## src/rtl/fps_pkg.sv

```systemverilog
package fps_pkg;
  localparam logic [7:0] OP_QUAD_PROGRAM = 8'h32;
  localparam logic [7:0] OP_PAGE_PROGRAM = 8'h02;
  localparam logic [7:0] OP_SUSPEND = 8'hB0;
  localparam logic [7:0] OP_RESUME = 8'h30;
  localparam logic [7:0] OP_SECTOR_ERASE = 8'h20;
  localparam logic [7:0] OP_HALF_BLOCK_ERASE = 8'h52;
  localparam logic [7:0] OP_BLOCK_ERASE = 8'hD8;
  localparam logic [7:0] OP_CHIP_ERASE_A = 8'hC7;
  localparam logic [7:0] OP_CHIP_ERASE_B = 8'h60;
  localparam logic [7:0] OP_WRITE_ENABLE = 8'h06;
  localparam logic [7:0] ERASED_BYTE = 8'hFF;
  localparam int PAGE_BYTES = 256;
  localparam int CLK_MHZ = 250;
  localparam int PROGRAM_TIME_US = 300;
  localparam int SECTOR_ERASE_TIME_US = 40000;
  localparam int HALF_BLOCK_ERASE_TIME_US = 100000;
  localparam int BLOCK_ERASE_TIME_US = 150000;
  localparam int CHIP_ERASE_TIME_US = 1000000;
  localparam int SUSPEND_LATENCY_US = 20;
  localparam int PROGRAM_CYCLES = PROGRAM_TIME_US * CLK_MHZ;
  localparam int SECTOR_ERASE_CYCLES = SECTOR_ERASE_TIME_US * CLK_MHZ;
  localparam int HALF_BLOCK_ERASE_CYCLES = HALF_BLOCK_ERASE_TIME_US * CLK_MHZ;
  localparam int BLOCK_ERASE_CYCLES = BLOCK_ERASE_TIME_US * CLK_MHZ;
  localparam int CHIP_ERASE_CYCLES = CHIP_ERASE_TIME_US * CLK_MHZ;
  localparam int SUSPEND_LATENCY_CYCLES = SUSPEND_LATENCY_US * CLK_MHZ;
  typedef enum logic [2:0] {
    FPS_OP_NONE = 3'b000,
    FPS_OP_PROGRAM = 3'b001,
    FPS_OP_SECTOR = 3'b010,
    FPS_OP_HALF = 3'b011,
    FPS_OP_BLOCK = 3'b100,
    FPS_OP_CHIP = 3'b101
  } fps_op_e;
endpackage
```

## src/rtl/fps_fifo.sv

```systemverilog
`timescale 1ns/1ps
`default_nettype none
module fps_fifo #(
  parameter int WIDTH = 8,
  parameter int DEPTH = 4
) (
  input wire logic clk,
  input wire logic rst,
  input wire logic inValid,
  output logic inReady,
  input wire logic [WIDTH-1:0] inData,
  output logic outValid,
  input wire logic outReady,
  output logic [WIDTH-1:0] outData
);
  localparam int AW = $clog2(DEPTH);
  initial begin
    if (DEPTH < 2 || (1 << AW) != DEPTH) $error("DEPTH must be a power of two");
  end
  logic [WIDTH-1:0] mem [DEPTH];
  logic [AW:0] wrPtr;
  logic [AW:0] rdPtr;
  wire logic doWrite = inValid && inReady;
  wire logic doRead = outValid && outReady;
  wire logic [AW:0] count = wrPtr - rdPtr;
  assign inReady = count != DEPTH[AW:0];
  assign outValid = count != '0;
  assign outData = mem[rdPtr[AW-1:0]];
  always_ff @(posedge clk) begin
    if (rst) begin
      wrPtr <= '0;
      rdPtr <= '0;
    end else begin
      if (doWrite) wrPtr <= wrPtr + 1'b1;
      if (doRead) rdPtr <= rdPtr + 1'b1;
    end
  end
  always_ff @(posedge clk) begin
    if (doWrite) mem[wrPtr[AW-1:0]] <= inData;
  end
endmodule // fps_fifo
`default_nettype wire

```

## src/rtl/fps_flash_seq.sv

```systemverilog
`timescale 1ns/1ps
`default_nettype none
module fps_flash_seq
  import fps_pkg::*;
#(
  parameter int PROG_CYC = fps_pkg::PROGRAM_CYCLES,
  parameter int SECT_CYC = fps_pkg::SECTOR_ERASE_CYCLES,
  parameter int HALF_CYC = fps_pkg::HALF_BLOCK_ERASE_CYCLES,
  parameter int BLK_CYC = fps_pkg::BLOCK_ERASE_CYCLES,
  parameter int CHIP_CYC = fps_pkg::CHIP_ERASE_CYCLES,
  parameter int SUSP_CYC = fps_pkg::SUSPEND_LATENCY_CYCLES
) (
  input wire logic ref_clk,
  input wire logic rst,
  input wire logic linkClk,
  input wire logic chipSelectN,
  input wire logic [3:0] ioLineIn,
  input wire logic quadPeripheral,
  input wire logic pinFunctionDisableBit,
  input wire logic [3:0] protectBits,
  output logic writeInProgressFlag,
  output logic writeEnableLatch,
  output logic eraseSuspendedFlag,
  output logic programSuspendedFlag,
  output logic [2:0] activeOp,
  output logic [23:0] targetAddr,
  output logic progWrEn,
  output logic [23:0] progWrAddr,
  output logic [7:0] progWrData,
  input wire logic progWrReady
);
  import fps_pkg::*;
  initial begin
    if (PROG_CYC < 1 || SECT_CYC < 1 || HALF_CYC < 1 || BLK_CYC < 1 || CHIP_CYC < 1 || SUSP_CYC < 1)
      $error("cycle counts must be positive");
  end
  typedef enum logic [1:0] {
    FPS_IDLE = 2'b00,
    FPS_BUSY = 2'b01,
    FPS_SUSP_WAIT = 2'b10,
    FPS_FLUSH = 2'b11
  } fps_state_e;
  // Two-stage synchronisers; only stage two is read
  logic [1:0] clkSync, csSync;
  logic [3:0] ioSync0, ioSync1;
  logic clkPrev;
  always_ff @(posedge ref_clk) begin
    if (rst) begin
      clkSync <= 2'b00;
      csSync <= 2'b11;
      ioSync0 <= 4'h0;
      ioSync1 <= 4'h0;
      clkPrev <= 1'b0;
    end else begin
      clkSync <= {clkSync[0], linkClk};
      csSync <= {csSync[0], chipSelectN};
      ioSync0 <= ioLineIn;
      ioSync1 <= ioSync0;
      clkPrev <= clkSync[1];
    end
  end
  wire logic csLow = !csSync[1];
  wire logic sclkRise = clkSync[1] && !clkPrev && csLow;
  logic csPrevLow;
  always_ff @(posedge ref_clk) begin
    if (rst) csPrevLow <= 1'b0;
    else csPrevLow <= csLow;
  end
  wire logic csRise = csPrevLow && !csLow;
  wire logic csFall = !csPrevLow && csLow;
  // Shifter: serial on io0 for opcode unless quad mode; quad for address and data of 32h
  logic [7:0] shiftReg;
  logic [3:0] bitCnt;
  logic [7:0] opcode;
  logic [2:0] byteCnt;
  logic [23:0] addrReg;
  logic [8:0] dataBytes;
  logic quadData;
  wire logic quadLanes = quadPeripheral || quadData;
  wire logic [3:0] stepBits = quadLanes ? 4'd4 : 4'd1;
  wire logic [7:0] nextShift = quadLanes ? {shiftReg[3:0], ioSync1} : {shiftReg[6:0], ioSync1[0]};
  wire logic byteDone = sclkRise && (bitCnt + stepBits == 4'd8);
  wire logic opcodeDone = byteDone && byteCnt == 3'd0;
  always_ff @(posedge ref_clk) begin
    if (rst || csFall) begin
      shiftReg <= 8'h00;
      bitCnt <= 4'd0;
      byteCnt <= 3'd0;
      opcode <= 8'h00;
      addrReg <= 24'h0;
      quadData <= 1'b0;
      dataBytes <= 9'd0;
    end else if (sclkRise) begin
      shiftReg <= nextShift;
      bitCnt <= byteDone ? 4'd0 : bitCnt + stepBits;
      if (byteDone) begin
        if (byteCnt < 3'd4) byteCnt <= byteCnt + 3'd1;
        if (byteCnt == 3'd0) begin
          opcode <= nextShift;
          quadData <= nextShift == OP_QUAD_PROGRAM;
        end
        if (byteCnt >= 3'd1 && byteCnt <= 3'd3) addrReg <= {addrReg[15:0], nextShift};
        if (byteCnt == 3'd4 && dataBytes != 9'd511) dataBytes <= dataBytes + 9'd1;
      end
    end
  end
  wire logic frameClean = bitCnt == 4'd0;
  wire logic isProgOp = opcode == OP_QUAD_PROGRAM || opcode == OP_PAGE_PROGRAM;
  wire logic dataByteStrobe = byteDone && byteCnt == 3'd4;
  // Data into page buffer through FIFO; wrap inside page
  logic [7:0] pageFill;
  logic capture;
  wire logic fifoInReady;
  wire logic fifoOutValid;
  wire logic [7:0] fifoOutData;
  fps_fifo #(.WIDTH(8), .DEPTH(4)) u_fifo (
    .clk(ref_clk), .rst(rst),
    .inValid(dataByteStrobe && isProgOp && capture), .inReady(fifoInReady), .inData(nextShift),
    .outValid(fifoOutValid), .outReady(1'b1), .outData(fifoOutData)
  );
  logic [7:0] bufWrAddr;
  always_ff @(posedge ref_clk) begin
    if (rst || csFall) bufWrAddr <= 8'h00;
    else if (opcodeDone) bufWrAddr <= 8'h00;
    else if (byteDone && byteCnt == 3'd3) bufWrAddr <= nextShift;
    else if (fifoOutValid) bufWrAddr <= bufWrAddr + 8'h01;
  end
  logic [255:0] pageMask;
  logic [7:0] flushIdx;
  logic [7:0] bufRdData;
  fps_page_buf #(.DEPTH(PAGE_BYTES)) u_page (
    .clk(ref_clk), .write_enable_cmd(fifoOutValid), .wrAddr(bufWrAddr), .wrData(fifoOutData),
    .rdAddr(flushIdx), .rdData(bufRdData)
  );
  // Overflow drops bytes; a lost byte voids the command
  logic overrun;
  always_ff @(posedge ref_clk) begin
    if (rst || csFall) begin
      pageMask <= '0;
      overrun <= 1'b0;
      capture <= 1'b0;
    end else begin
      if (opcodeDone) capture <= 1'b1;
      if (dataByteStrobe && isProgOp && !fifoInReady) overrun <= 1'b1;
      if (fifoOutValid) pageMask[bufWrAddr] <= 1'b1;
    end
  end
  // Protection: top-down region of 32KB, doubling per protectBits step; 4 and up protects all
  function automatic logic isProtected(input logic [3:0] bp, input logic [23:0] a);
    logic [17:0] lim;
    lim = 18'd0;
    if (bp != 4'h0) lim = (bp >= 4'd8) ? 18'h00000 : 18'(18'h40000 - (18'h08000 << (bp - 4'd1)));
    if (bp == 4'h0) isProtected = 1'b0;
    else isProtected = a[17:0] >= lim;
  endfunction
  fps_state_e state;
  fps_op_e curOp;
  logic suspended;
  logic [31:0] remain;
  logic [31:0] waitCnt;
  logic flushRun;
  logic flushValid;
  // One byte in flight at a time, so a stalled array write is never overwritten
  wire logic flushStep = state == FPS_FLUSH && flushRun && !flushValid && !progWrEn;
  wire logic busyIdle = state == FPS_IDLE;
  wire logic addrCmdOk = csRise && byteCnt == 3'd4 && frameClean && dataBytes == 9'd0;
  wire logic progCmdOk = csRise && byteCnt == 3'd4 && frameClean && dataBytes != 9'd0 && !overrun;
  wire logic opOnlyOk = csRise && byteCnt == 3'd1 && frameClean;
  wire logic wrOk = writeEnableLatch && busyIdle && !suspended;
  wire logic goQuad = progCmdOk && opcode == OP_QUAD_PROGRAM && wrOk && pinFunctionDisableBit
                      && !isProtected(protectBits, addrReg);
  wire logic goProg = goQuad || (progCmdOk && opcode == OP_PAGE_PROGRAM && wrOk && !isProtected(protectBits, addrReg));
  wire logic goSect = addrCmdOk && opcode == OP_SECTOR_ERASE && wrOk && !isProtected(protectBits, addrReg);
  wire logic goHalf = addrCmdOk && opcode == OP_HALF_BLOCK_ERASE && wrOk && !isProtected(protectBits, addrReg);
  wire logic goBlk = addrCmdOk && opcode == OP_BLOCK_ERASE && wrOk && !isProtected(protectBits, addrReg);
  wire logic goChip = opOnlyOk && (opcode == OP_CHIP_ERASE_A || opcode == OP_CHIP_ERASE_B) && wrOk
                      && protectBits == 4'h0;
  wire logic goSuspend = opOnlyOk && opcode == OP_SUSPEND && state == FPS_BUSY && !suspended
                         && curOp != FPS_OP_CHIP;
  wire logic goResume = opOnlyOk && opcode == OP_RESUME && suspended && busyIdle;
  wire logic goWren = opOnlyOk && opcode == OP_WRITE_ENABLE && busyIdle;
  wire logic anyStart = goProg || goSect || goHalf || goBlk || goChip;
  wire logic [31:0] startCycles = goProg ? 32'(PROG_CYC) : goSect ? 32'(SECT_CYC) : goHalf ? 32'(HALF_CYC)
                                  : goBlk ? 32'(BLK_CYC) : 32'(CHIP_CYC);
  wire fps_op_e startOp = goProg ? FPS_OP_PROGRAM : goSect ? FPS_OP_SECTOR : goHalf ? FPS_OP_HALF
                          : goBlk ? FPS_OP_BLOCK : FPS_OP_CHIP;
  wire logic cycleEnd = state == FPS_BUSY && remain == 32'd1;
  always_ff @(posedge ref_clk) begin
    if (rst) begin
      state <= FPS_IDLE;
      curOp <= FPS_OP_NONE;
      suspended <= 1'b0;
      remain <= 32'd0;
      waitCnt <= 32'd0;
      writeEnableLatch <= 1'b0;
      eraseSuspendedFlag <= 1'b0;
      programSuspendedFlag <= 1'b0;
      targetAddr <= 24'h0;
      flushRun <= 1'b0;
    end else begin
      if (goWren) writeEnableLatch <= 1'b1;
      case (state)
        FPS_IDLE: begin
          if (anyStart) begin
            state <= goProg ? FPS_FLUSH : FPS_BUSY;
            curOp <= startOp;
            remain <= startCycles;
            targetAddr <= addrReg;
            flushRun <= goProg;
          end else if (goResume) begin
            state <= FPS_BUSY;
            suspended <= 1'b0;
            eraseSuspendedFlag <= 1'b0;
            programSuspendedFlag <= 1'b0;
          end
        end
        FPS_FLUSH: begin
          if (flushIdx == 8'hFF && !progWrEn && !flushValid && !flushRun) state <= FPS_BUSY;
          if (flushStep && flushIdx == 8'hFF) flushRun <= 1'b0;
        end
        FPS_BUSY: begin
          if (goSuspend) begin
            state <= FPS_SUSP_WAIT;
            waitCnt <= 32'(SUSP_CYC);
            suspended <= 1'b1;
            if (curOp == FPS_OP_PROGRAM) programSuspendedFlag <= 1'b1;
            else eraseSuspendedFlag <= 1'b1;
          end else if (cycleEnd) begin
            state <= FPS_IDLE;
            curOp <= FPS_OP_NONE;
            writeEnableLatch <= 1'b0;
          end else begin
            remain <= remain - 32'd1;
          end
        end
        FPS_SUSP_WAIT: begin
          if (waitCnt == 32'd1) state <= FPS_IDLE;
          else waitCnt <= waitCnt - 32'd1;
        end
        default: state <= FPS_IDLE;
      endcase
    end
  end
  // Flush walks buffer; only loaded bytes are written
  wire logic [7:0] nextFlushIdx = flushIdx + 8'h01;
  logic [7:0] flushAddrLo;
  always_ff @(posedge ref_clk) begin
    if (rst) begin
      flushIdx <= 8'h00;
      flushValid <= 1'b0;
      flushAddrLo <= 8'h00;
      progWrEn <= 1'b0;
      progWrAddr <= 24'h0;
      progWrData <= ERASED_BYTE;
    end else begin
      if (progWrEn && progWrReady) progWrEn <= 1'b0;
      if (flushStep) begin
        flushValid <= pageMask[flushIdx];
        flushAddrLo <= flushIdx;
        if (flushIdx != 8'hFF) flushIdx <= nextFlushIdx;
      end else begin
        flushValid <= 1'b0;
      end
      if (flushValid) begin
        progWrEn <= 1'b1;
        progWrAddr <= {targetAddr[23:8], flushAddrLo};
        progWrData <= bufRdData;
      end
      if (state == FPS_IDLE) flushIdx <= 8'h00;
    end
  end
  always_ff @(posedge ref_clk) begin
    if (rst) begin
      writeInProgressFlag <= 1'b0;
      activeOp <= 3'b000;
    end else begin
      writeInProgressFlag <= state != FPS_IDLE;
      activeOp <= curOp;
    end
  end
endmodule // fps_flash_seq
`default_nettype wire

```

## src/rtl/fps_page_buf.sv

```systemverilog
`timescale 1ns/1ps
`default_nettype none
module fps_page_buf #(
  parameter int DEPTH = 256
) (
  input wire logic clk,
  input wire logic write_enable_cmd,
  input wire logic [$clog2(DEPTH)-1:0] wrAddr,
  input wire logic [7:0] wrData,
  input wire logic [$clog2(DEPTH)-1:0] rdAddr,
  output logic [7:0] rdData
);
  logic [7:0] mem [DEPTH];
  always_ff @(posedge clk) begin
    if (write_enable_cmd) mem[wrAddr] <= wrData;
    rdData <= mem[rdAddr];
  end
endmodule // fps_page_buf
`default_nettype wire

```

## config.mk

```make
export PLATFORM = sky130hd
export DESIGN_NAME = fps_flash_seq
export DESIGN_NICKNAME = d
export VERILOG_FILES = /design/src/rtl/fps_pkg.sv /design/src/rtl/fps_fifo.sv /design/src/rtl/fps_flash_seq.sv /design/src/rtl/fps_page_buf.sv
export SDC_FILE = /design/constraint.sdc
export NUM_CORES = 2
export LEC_CHECK = 0
export ABC_AREA = 1
export BUFFER_PORTS_ARGS = -buffer_cell sky130_fd_sc_hd__buf_4
export CAP_MARGIN = 20
export CELL_PAD_IN_SITES_DETAIL_PLACEMENT = 1
export CELL_PAD_IN_SITES_GLOBAL_PLACEMENT = 1
export CORE_ASPECT_RATIO = 1.25
export CORE_MARGIN = 1
export CORE_UTILIZATION = 51
export DETAILED_ROUTE_END_ITERATION = 10
export PLACE_DENSITY_LB_ADDON = 0.1
export SYNTH_ARGS = -nofsm -noshare
export SYNTH_HDL_FRONTEND = slang
export SYNTH_HIERARCHICAL = 1
export SYNTH_SLANG_ARGS = --single-unit
```

## constraint.sdc

```tcl
create_clock -name ref_clk -period 12.9 [get_ports ref_clk]
set_input_delay 2.58 -clock ref_clk [delete_from_list [all_inputs] [get_ports ref_clk]]
set_output_delay 2.58 -clock ref_clk [all_outputs]
set_load 0.005 [all_outputs]
```

=== Yosys cells after proc, flatten, opt, wreduce, memory -nomap -nowiden ===
Memories as Yosys holds them, arrays and structs flattened. A register that Yosys moved wholly into a read port is not among the register bits.
Index checks and enable logic that the tools add are counted.

* Flip-flop bits (word level): 494
* Bits in writable memories: 2080
* Bits of input ports: 15
* Memories kept: 2

{| class="wikitable"
|+ Memories
! name !! words !! bits a word !! read ports !! clocked after memory_dff !! write ports !! RTL line !! source
|-
| u_page.mem || 256 || 8 || 1 || 1 || 1 || fps_page_buf.sv:13 || <nowiki>logic [7:0] mem [DEPTH];</nowiki>
|-
| u_fifo.mem || 4 || 8 || 1 || 1 || 1 || fps_fifo.sv:20 || <nowiki>logic [WIDTH-1:0] mem [DEPTH];</nowiki>
|}

* $add $sub $neg: 12
* $lt $le $gt $ge: 8
* Equality and inequality tests: 41
* Shift operators: 1
* Multiplexer cells: 64
* Bitwise gates (word level): 2
* Reductions and logical operators: 111

{| class="wikitable"
|+ Operator list
! operator !! count
|-
| 256-bit bitwise OR || 1
|-
| 32-bit two-way mux || 5
|-
| 32-bit one-hot mux with 2 select lines || 2
|-
| 28-bit two-way mux || 4
|-
| 32-bit by 1-bit == test with 1-bit output, second input constant || 2
|-
| 32-bit by 1-bit subtractor with 32-bit output, second input constant || 2
|-
| 1-bit logical AND || 61
|-
| 18-bit two-way mux || 2
|-
| 8-bit by 6-bit == test with 1-bit output, second input constant || 4
|-
| 8-bit == test, second input constant || 4
|-
| 8-bit two-way mux || 3
|-
| 1-bit two-way mux || 23
|-
| 3-bit two-way mux || 7
|-
| 18-bit >= comparator || 1
|-
| 8-bit by 9-bit < comparator with 1-bit output, second input constant || 2
|-
| 2-bit two-way mux || 9
|-
| 3-bit AND reduction || 6
|-
| 16-bit by 4-bit << shifter with 18-bit output, first input constant || 1
|-
| 1-bit by 18-bit subtractor with 18-bit output, first input constant || 1
|-
| 8-bit by 1-bit adder with 8-bit output, second input constant || 2
|-
| 8-bit by 7-bit == test with 1-bit output, second input constant || 2
|-
| 2-bit != test, second input constant || 8
|-
| 4-bit AND reduction || 4
|-
| 2-bit nonzero test || 6
|-
| other kinds (42) || 77
|}

=== Longest topological paths before layout ===
* Depth after elaboration: 16
* Mapped depth: 19
* Mapped depth without buffers: 18

=== By module ===
Netlist, hierarchy kept.

{| class="wikitable"
|+ By module, submodules not included
! module !! times used !! cells each !! area an instance (um2)
|-
| fps_page_buf || 1 || 7003 || 83396.2
|-
| fps_flash_seq || 1 || 3199 || 22053.7
|-
| fps_fifo || 1 || 156 || 1719.1
|}

=== Least setup slack after synthesis ===
Ideal clock, no wire load.

* Kind: reg-to-reg
* From: reg with a tool-made name
* To: mem u_page.mem[0][6], data pin
* Library setup time: 1585 ps
* Arrival time: 7635 ps
* Data required time: 11315 ps
* Slack: 3680 ps
* Cell stages (with the launch flop): 5
* Buffers on the path: 1
* Period minus slack after synthesis: 9220 ps
* Cell sequence: dfxtp_1 -> inv_1 -> buf_2 -> o21ai_0 -> o22ai_1

{| class="wikitable"
|+ RTL lines
! item !! RTL line
|-
| end, declared || fps_page_buf.sv:13
|}

=== Worst setup path after layout ===
* From: in protectBits[0]
* To: reg remain[11]

* Cells in the longest elaborated chain, start to end: 16

{| class="wikitable"
|+ Ends and longest elaborated chain
! item !! RTL line !! source
|-
| start, declared || fps_flash_seq.sv:20 || <nowiki>input wire logic [3:0] protectBits,</nowiki>
|-
| 4-bit by 1-bit subtractor with 4-bit output || fps_flash_seq.sv:152 || <nowiki>if (bp != 4'h0) lim = (bp >= 4'd8) ? 18'h00000 : 18'(18'h40000 - (18'h08000 << (bp - 4'd1)));</nowiki>
|-
| 16-bit by 4-bit << shifter with 18-bit output || fps_flash_seq.sv:152 ||
|-
| 1-bit by 18-bit subtractor with 18-bit output || fps_flash_seq.sv:152 ||
|-
| 18-bit two-way mux (2 in series) || fps_flash_seq.sv:152 ||
|-
| 18-bit >= comparator || fps_flash_seq.sv:154 || <nowiki>else isProtected = a[17:0] >= lim;</nowiki>
|-
| 1-bit two-way mux || fps_flash_seq.sv:153 || <nowiki>if (bp == 4'h0) isProtected = 1'b0;</nowiki>
|-
| 1-bit zero test || n/a ||
|-
| 1-bit logical AND, on equally long branches || fps_flash_seq.sv:171, fps_flash_seq.sv:172 ||
|-
| 1-bit logical OR || fps_flash_seq.sv:172 || <nowiki>wire logic goProg = goQuad || (progCmdOk && opcode == OP_PAGE_PROGRAM && wrOk && !isProtected(protectBits, add ...</nowiki>
|-
| 1-bit logical OR (4 in series) || fps_flash_seq.sv:182 || <nowiki>wire logic anyStart = goProg || goSect || goHalf || goBlk || goChip;</nowiki>
|-
| 2-bit by 1-bit != test with 1-bit output (no line) || n/a ||
|-
| 4-bit AND reduction (no line) || n/a ||
|-
| end signal, assigned || fps_flash_seq.sv:207 || <nowiki>remain <= startCycles;</nowiki>
|-
| end signal, assigned || fps_flash_seq.sv:233 || <nowiki>remain <= remain - 32'd1;</nowiki>
|-
| end, declared || fps_flash_seq.sv:159 || <nowiki>logic [31:0] remain;</nowiki>
|}

Parallel ways exist; a longest one is shown, timed or not. The select of a mux whose other input is x is not followed.
A chain may end at the register's enable or synchronous reset.

==> impl_results.md <==
- Outcome: finished, final reports clean
- Setup TNS: 0 ps
- Antenna viol nets, final: 0
- Starting density of the core: roughly half
- GP Congestion: between 0.8 and 0.9
- Grt total ovfl: 0
- CTS tree: built
- Total CTS buffers: 280
- Top FF cell, synth: edfxtp_1
- Post_cts resized: 0
- CTS H-tree depth: 5
- WP buf/inv: 2
- Ys Warns: 6
- Peak Freq: 188 MHz
- Clock Skews: roughly 58 ps
- Mean Syn Cell Area: 10.3 um2
- Final hold viol count: 0
- Post-DP HPWL: between 150000 and 200000 um
- Seq pwr share: 51.2%
- Fin nets: ~10000
- Aggregate routed wire length: about 340000 um
- Adder-cell share of the synthesized area: 0.397%
- Die ar.: approximately 0.21 mm2
- CP most frequent cell: nand2_1
- CP Max Fanout: 47
- CTS sink count: approximately 2600
- Hold Buf Count CTS: 0
- Distinct cells, synth: 49
- Tmin final: around 5300 ps
- Worst Path Arrival: slightly above 6000 ps
- Combinational Power Share: under 10%
- Clk_lat worst skew: 960 ps
- Worst-path clk slew: approximately 60 ps
- Initial antenna violation count: 11
- First-pass GRT wire length: 506000 um
- Largest family of logic cells by synthesized area: simple AND/OR/NAND/NOR gates
- Area Growth Syn to Fin: 9.98%
- PortBufs: 78
- Max_cap viols: 0
- Hold Crit Class: reg -> reg
- WS Path Type: in -> reg
- Post-Synth XOR/XNOR Area: less than 1%
- Crit path max-delay family: simple AND/OR/NAND/NOR gates
- Root Driver: clkbuf_16
- Finished Layout Cells: 13100
- Largest net degree at the start of global routing: 270
- CP Capture Type: flip-flop
- Int Power: around 14 mW
- Die H: 515 um
- Max clock buf depth: 4
- DRC viols: 0
- Worst setup SP type: input port
- PD cells: about 150 mW/mm2
- Number of setup buffers added after CTS: 0
- Seq/Total Area, Yosys: 67.7%
- Die W: between 400 and 500 um
- Post-Syn Instances: around 10000
- Worst Max-Slew Pin Slew: 1260 ps
- Slew Viols, Final: 0
- TritonRoute pass-1 iters: 5
- Sw power: ~4 mW
- Commonest non-fill, non-tap cell in the layout: nand2_1
- RSZ-0062 raised after global routing: no
- Sw Share: roughly 22%
- Wire length per cell: roughly 26 um
- Gr usage total: between 30% and 40%
- CP cell instances: buf_4 > inv_1 > nor2_1 > nand3_1 > ha_1 > nand3_1 > ha_1 > o21ai_0 > nand2_1 > nand2_1 > nand2_1 > a21oi_2 > o31ai_2 > nand3_2 > nand3_2 > nand2_1 > nand2_1 > nor2_1
- Compound-cell area share of the yosys netlist: 3.59%
- Post-Synth Simple-Gate Area: a little under a quarter
- CP required: ~14000 ps
- Clock power frac: between 40% and 50%
- Lkg Pwr: about 42 nW
- Row count: around 190
- Number of vias per cell: between 6 and 7
- Floorplan Core Area: between 0.2 and 0.25 mm2
- Placed Cells: between 10000 and 15000
- VDD IR-drop max: roughly 0.00014 V
- CP max stage cell: nand3_2
- Fill cell count: 22200
- Async SR Flop Fraction: 0%
- Layout cells sized above 1: under 10%
- Post-synthesis mux area share: 0%
- Setup-failing EPs final: 0
- Commonest non-fill, non-tap cells in the layout: nand2_1 (2717), nand3_1 (2233), edfxtp_1 (2080)
- Vias in the first global route: between 80000 and 90000
- I/O Pins: between 70 and 80
- Period utilization: 41.2%
- Largest stage delay, worst path: roughly 870 ps
- Cell Area, Synth: roughly 0.11 mm2
- Max_slew headroom: between 10% and 20%
- Post-synth EDFFs: roughly 2100
- Iteration-0 DRC count of the detailed router: slightly below 8000
- Register bit count reported by yosys: roughly 2600
- Routed vias: between 70000 and 80000
-- path summary, 6_finish.rpt --
path	depth (start not counted)	endpoint	startpoint	slack [ps]
setup / recovery	18	remain[11]	protectBits[0]	7580
hold / removal	2	ioSync1[0]	ioSync0[0]	400
setup reg to reg	15	u_page/rdData[6]	flushIdx[0]	7610
hold reg to reg	2	ioSync1[0]	ioSync0[0]	400
-- cell usage after synthesis (6+ instances only) --
master / number / area (um2)
a21boi_0: 9 / 67.6
a21oi_1: 450 / 2250
a31oi_1: 6 / 37.5
buf_1: 56 / 210
buf_2: 307 / 1540
buf_4: 48 / 360
buf_6: 20 / 225
clkbuf_1: 232 / 871
dfxtp_1: 504 / 10100
edfxtp_1: 2080 / 62500
ha_1: 34 / 425
inv_1: 289 / 1080
inv_2: 13 / 48.8
nand2_1: 2720 / 10200
nand2_2: 10 / 62.6
nand3_1: 2233 / 11200
nand4_1: 44 / 275
nor2_1: 894 / 3360
nor2_2: 6 / 37.5
nor3_1: 48 / 240
nor4_1: 6 / 37.5
o211ai_1: 10 / 75.1
o21ai_0: 224 / 1120
o22ai_1: 17 / 106
or2_2: 12 / 75.1
xnor2_1: 9 / 78.8
xor2_1: 29 / 254
-- power groups by stage --
stage	Combinational [mW]	Clock [mW]	Sequential [mW]
3_3_place_gp	0.956	0	9.16
2_1_floorplan	0.740	0	9.15
6_report	0.977	7.58	8.99
5_1_grt	1.10	7.96	8.99
4_1_cts	0.981	7.68	8.99
3_5_place_dp	0.973	0	9.17
-- logic make-up (layout without fill, tap and decap cells) --
kind of cell,after synthesis,in the layout
simple gates,5989,5989
fa+ha+maj,34,34
xor+xnor,38,38
flops,2584,2584
compound gates,740,740
other cells,1,10
buf+inv,972,975
-- registers in the layout (all words and copies together), names as in the netlist, 9 cells and up, named ones only --
signal and cells:
u_page/mem 2048, u_fifo/mem 32, progWrAddr 24, pageMask 256, remain 32, targetAddr 24
waitCnt 32, addrReg 24, dataBytes 9
-- metrics by stage --
stage	total power, mW	util [%]	worst slack, ps	hold WS [ps]	cell area [um2]
6_report	17.5	56.6	7580	403	118000
2_1_floorplan	9.89	-	3680	388	107000
3_3_place_gp	10.1	52.5	6820	394	109000
3_5_place_dp	10.1	52.5	6700	401	109000
4_1_cts	17.7	56.5	7340	411	118000
5_1_grt	18.1	56.6	7230	425	118000
-- worst register-to-register path, stage by stage (launching register included) --
cell	delay, ps
dfxtp_4	710
buf_4	620
buf_12	720
buf_4	1080
buf_4	550
buf_16	330
nand2_1	170
nand3_1	120
nand3_1	150
nand3_1	160
nand3_1	130
nand3_1	150
nand3_1	120
nand2_1	150
nand2_1	70
nand2_1	50
-- layout make-up --
cell class	instances	area, um2	share of cell area, %
timing repair buffer	201	1770	1.50
antenna	5	12.5	0.0106
tap	2740	3430	2.91
clock buffer	374	7670	6.51
clock inverter	92	724	0.615
multi-input combinational	6806	30500	25.9
sequential	2584	72600	61.6
inverter	308	1190	1.01
-- per-layer routing --
layer / vias to the layer above / GRT usage (%) / wire, um
li1: 35400 / - / -
met1: 40200 / 40.5 / 134000
met3: 653 / 4.81 / 22800
met5: - / 0 / 7
met4: 2 / 12.7 / 12600
met2: 2759 / 53.5 / 168000
Note: power is estimated with default switching activity, not from simulation.
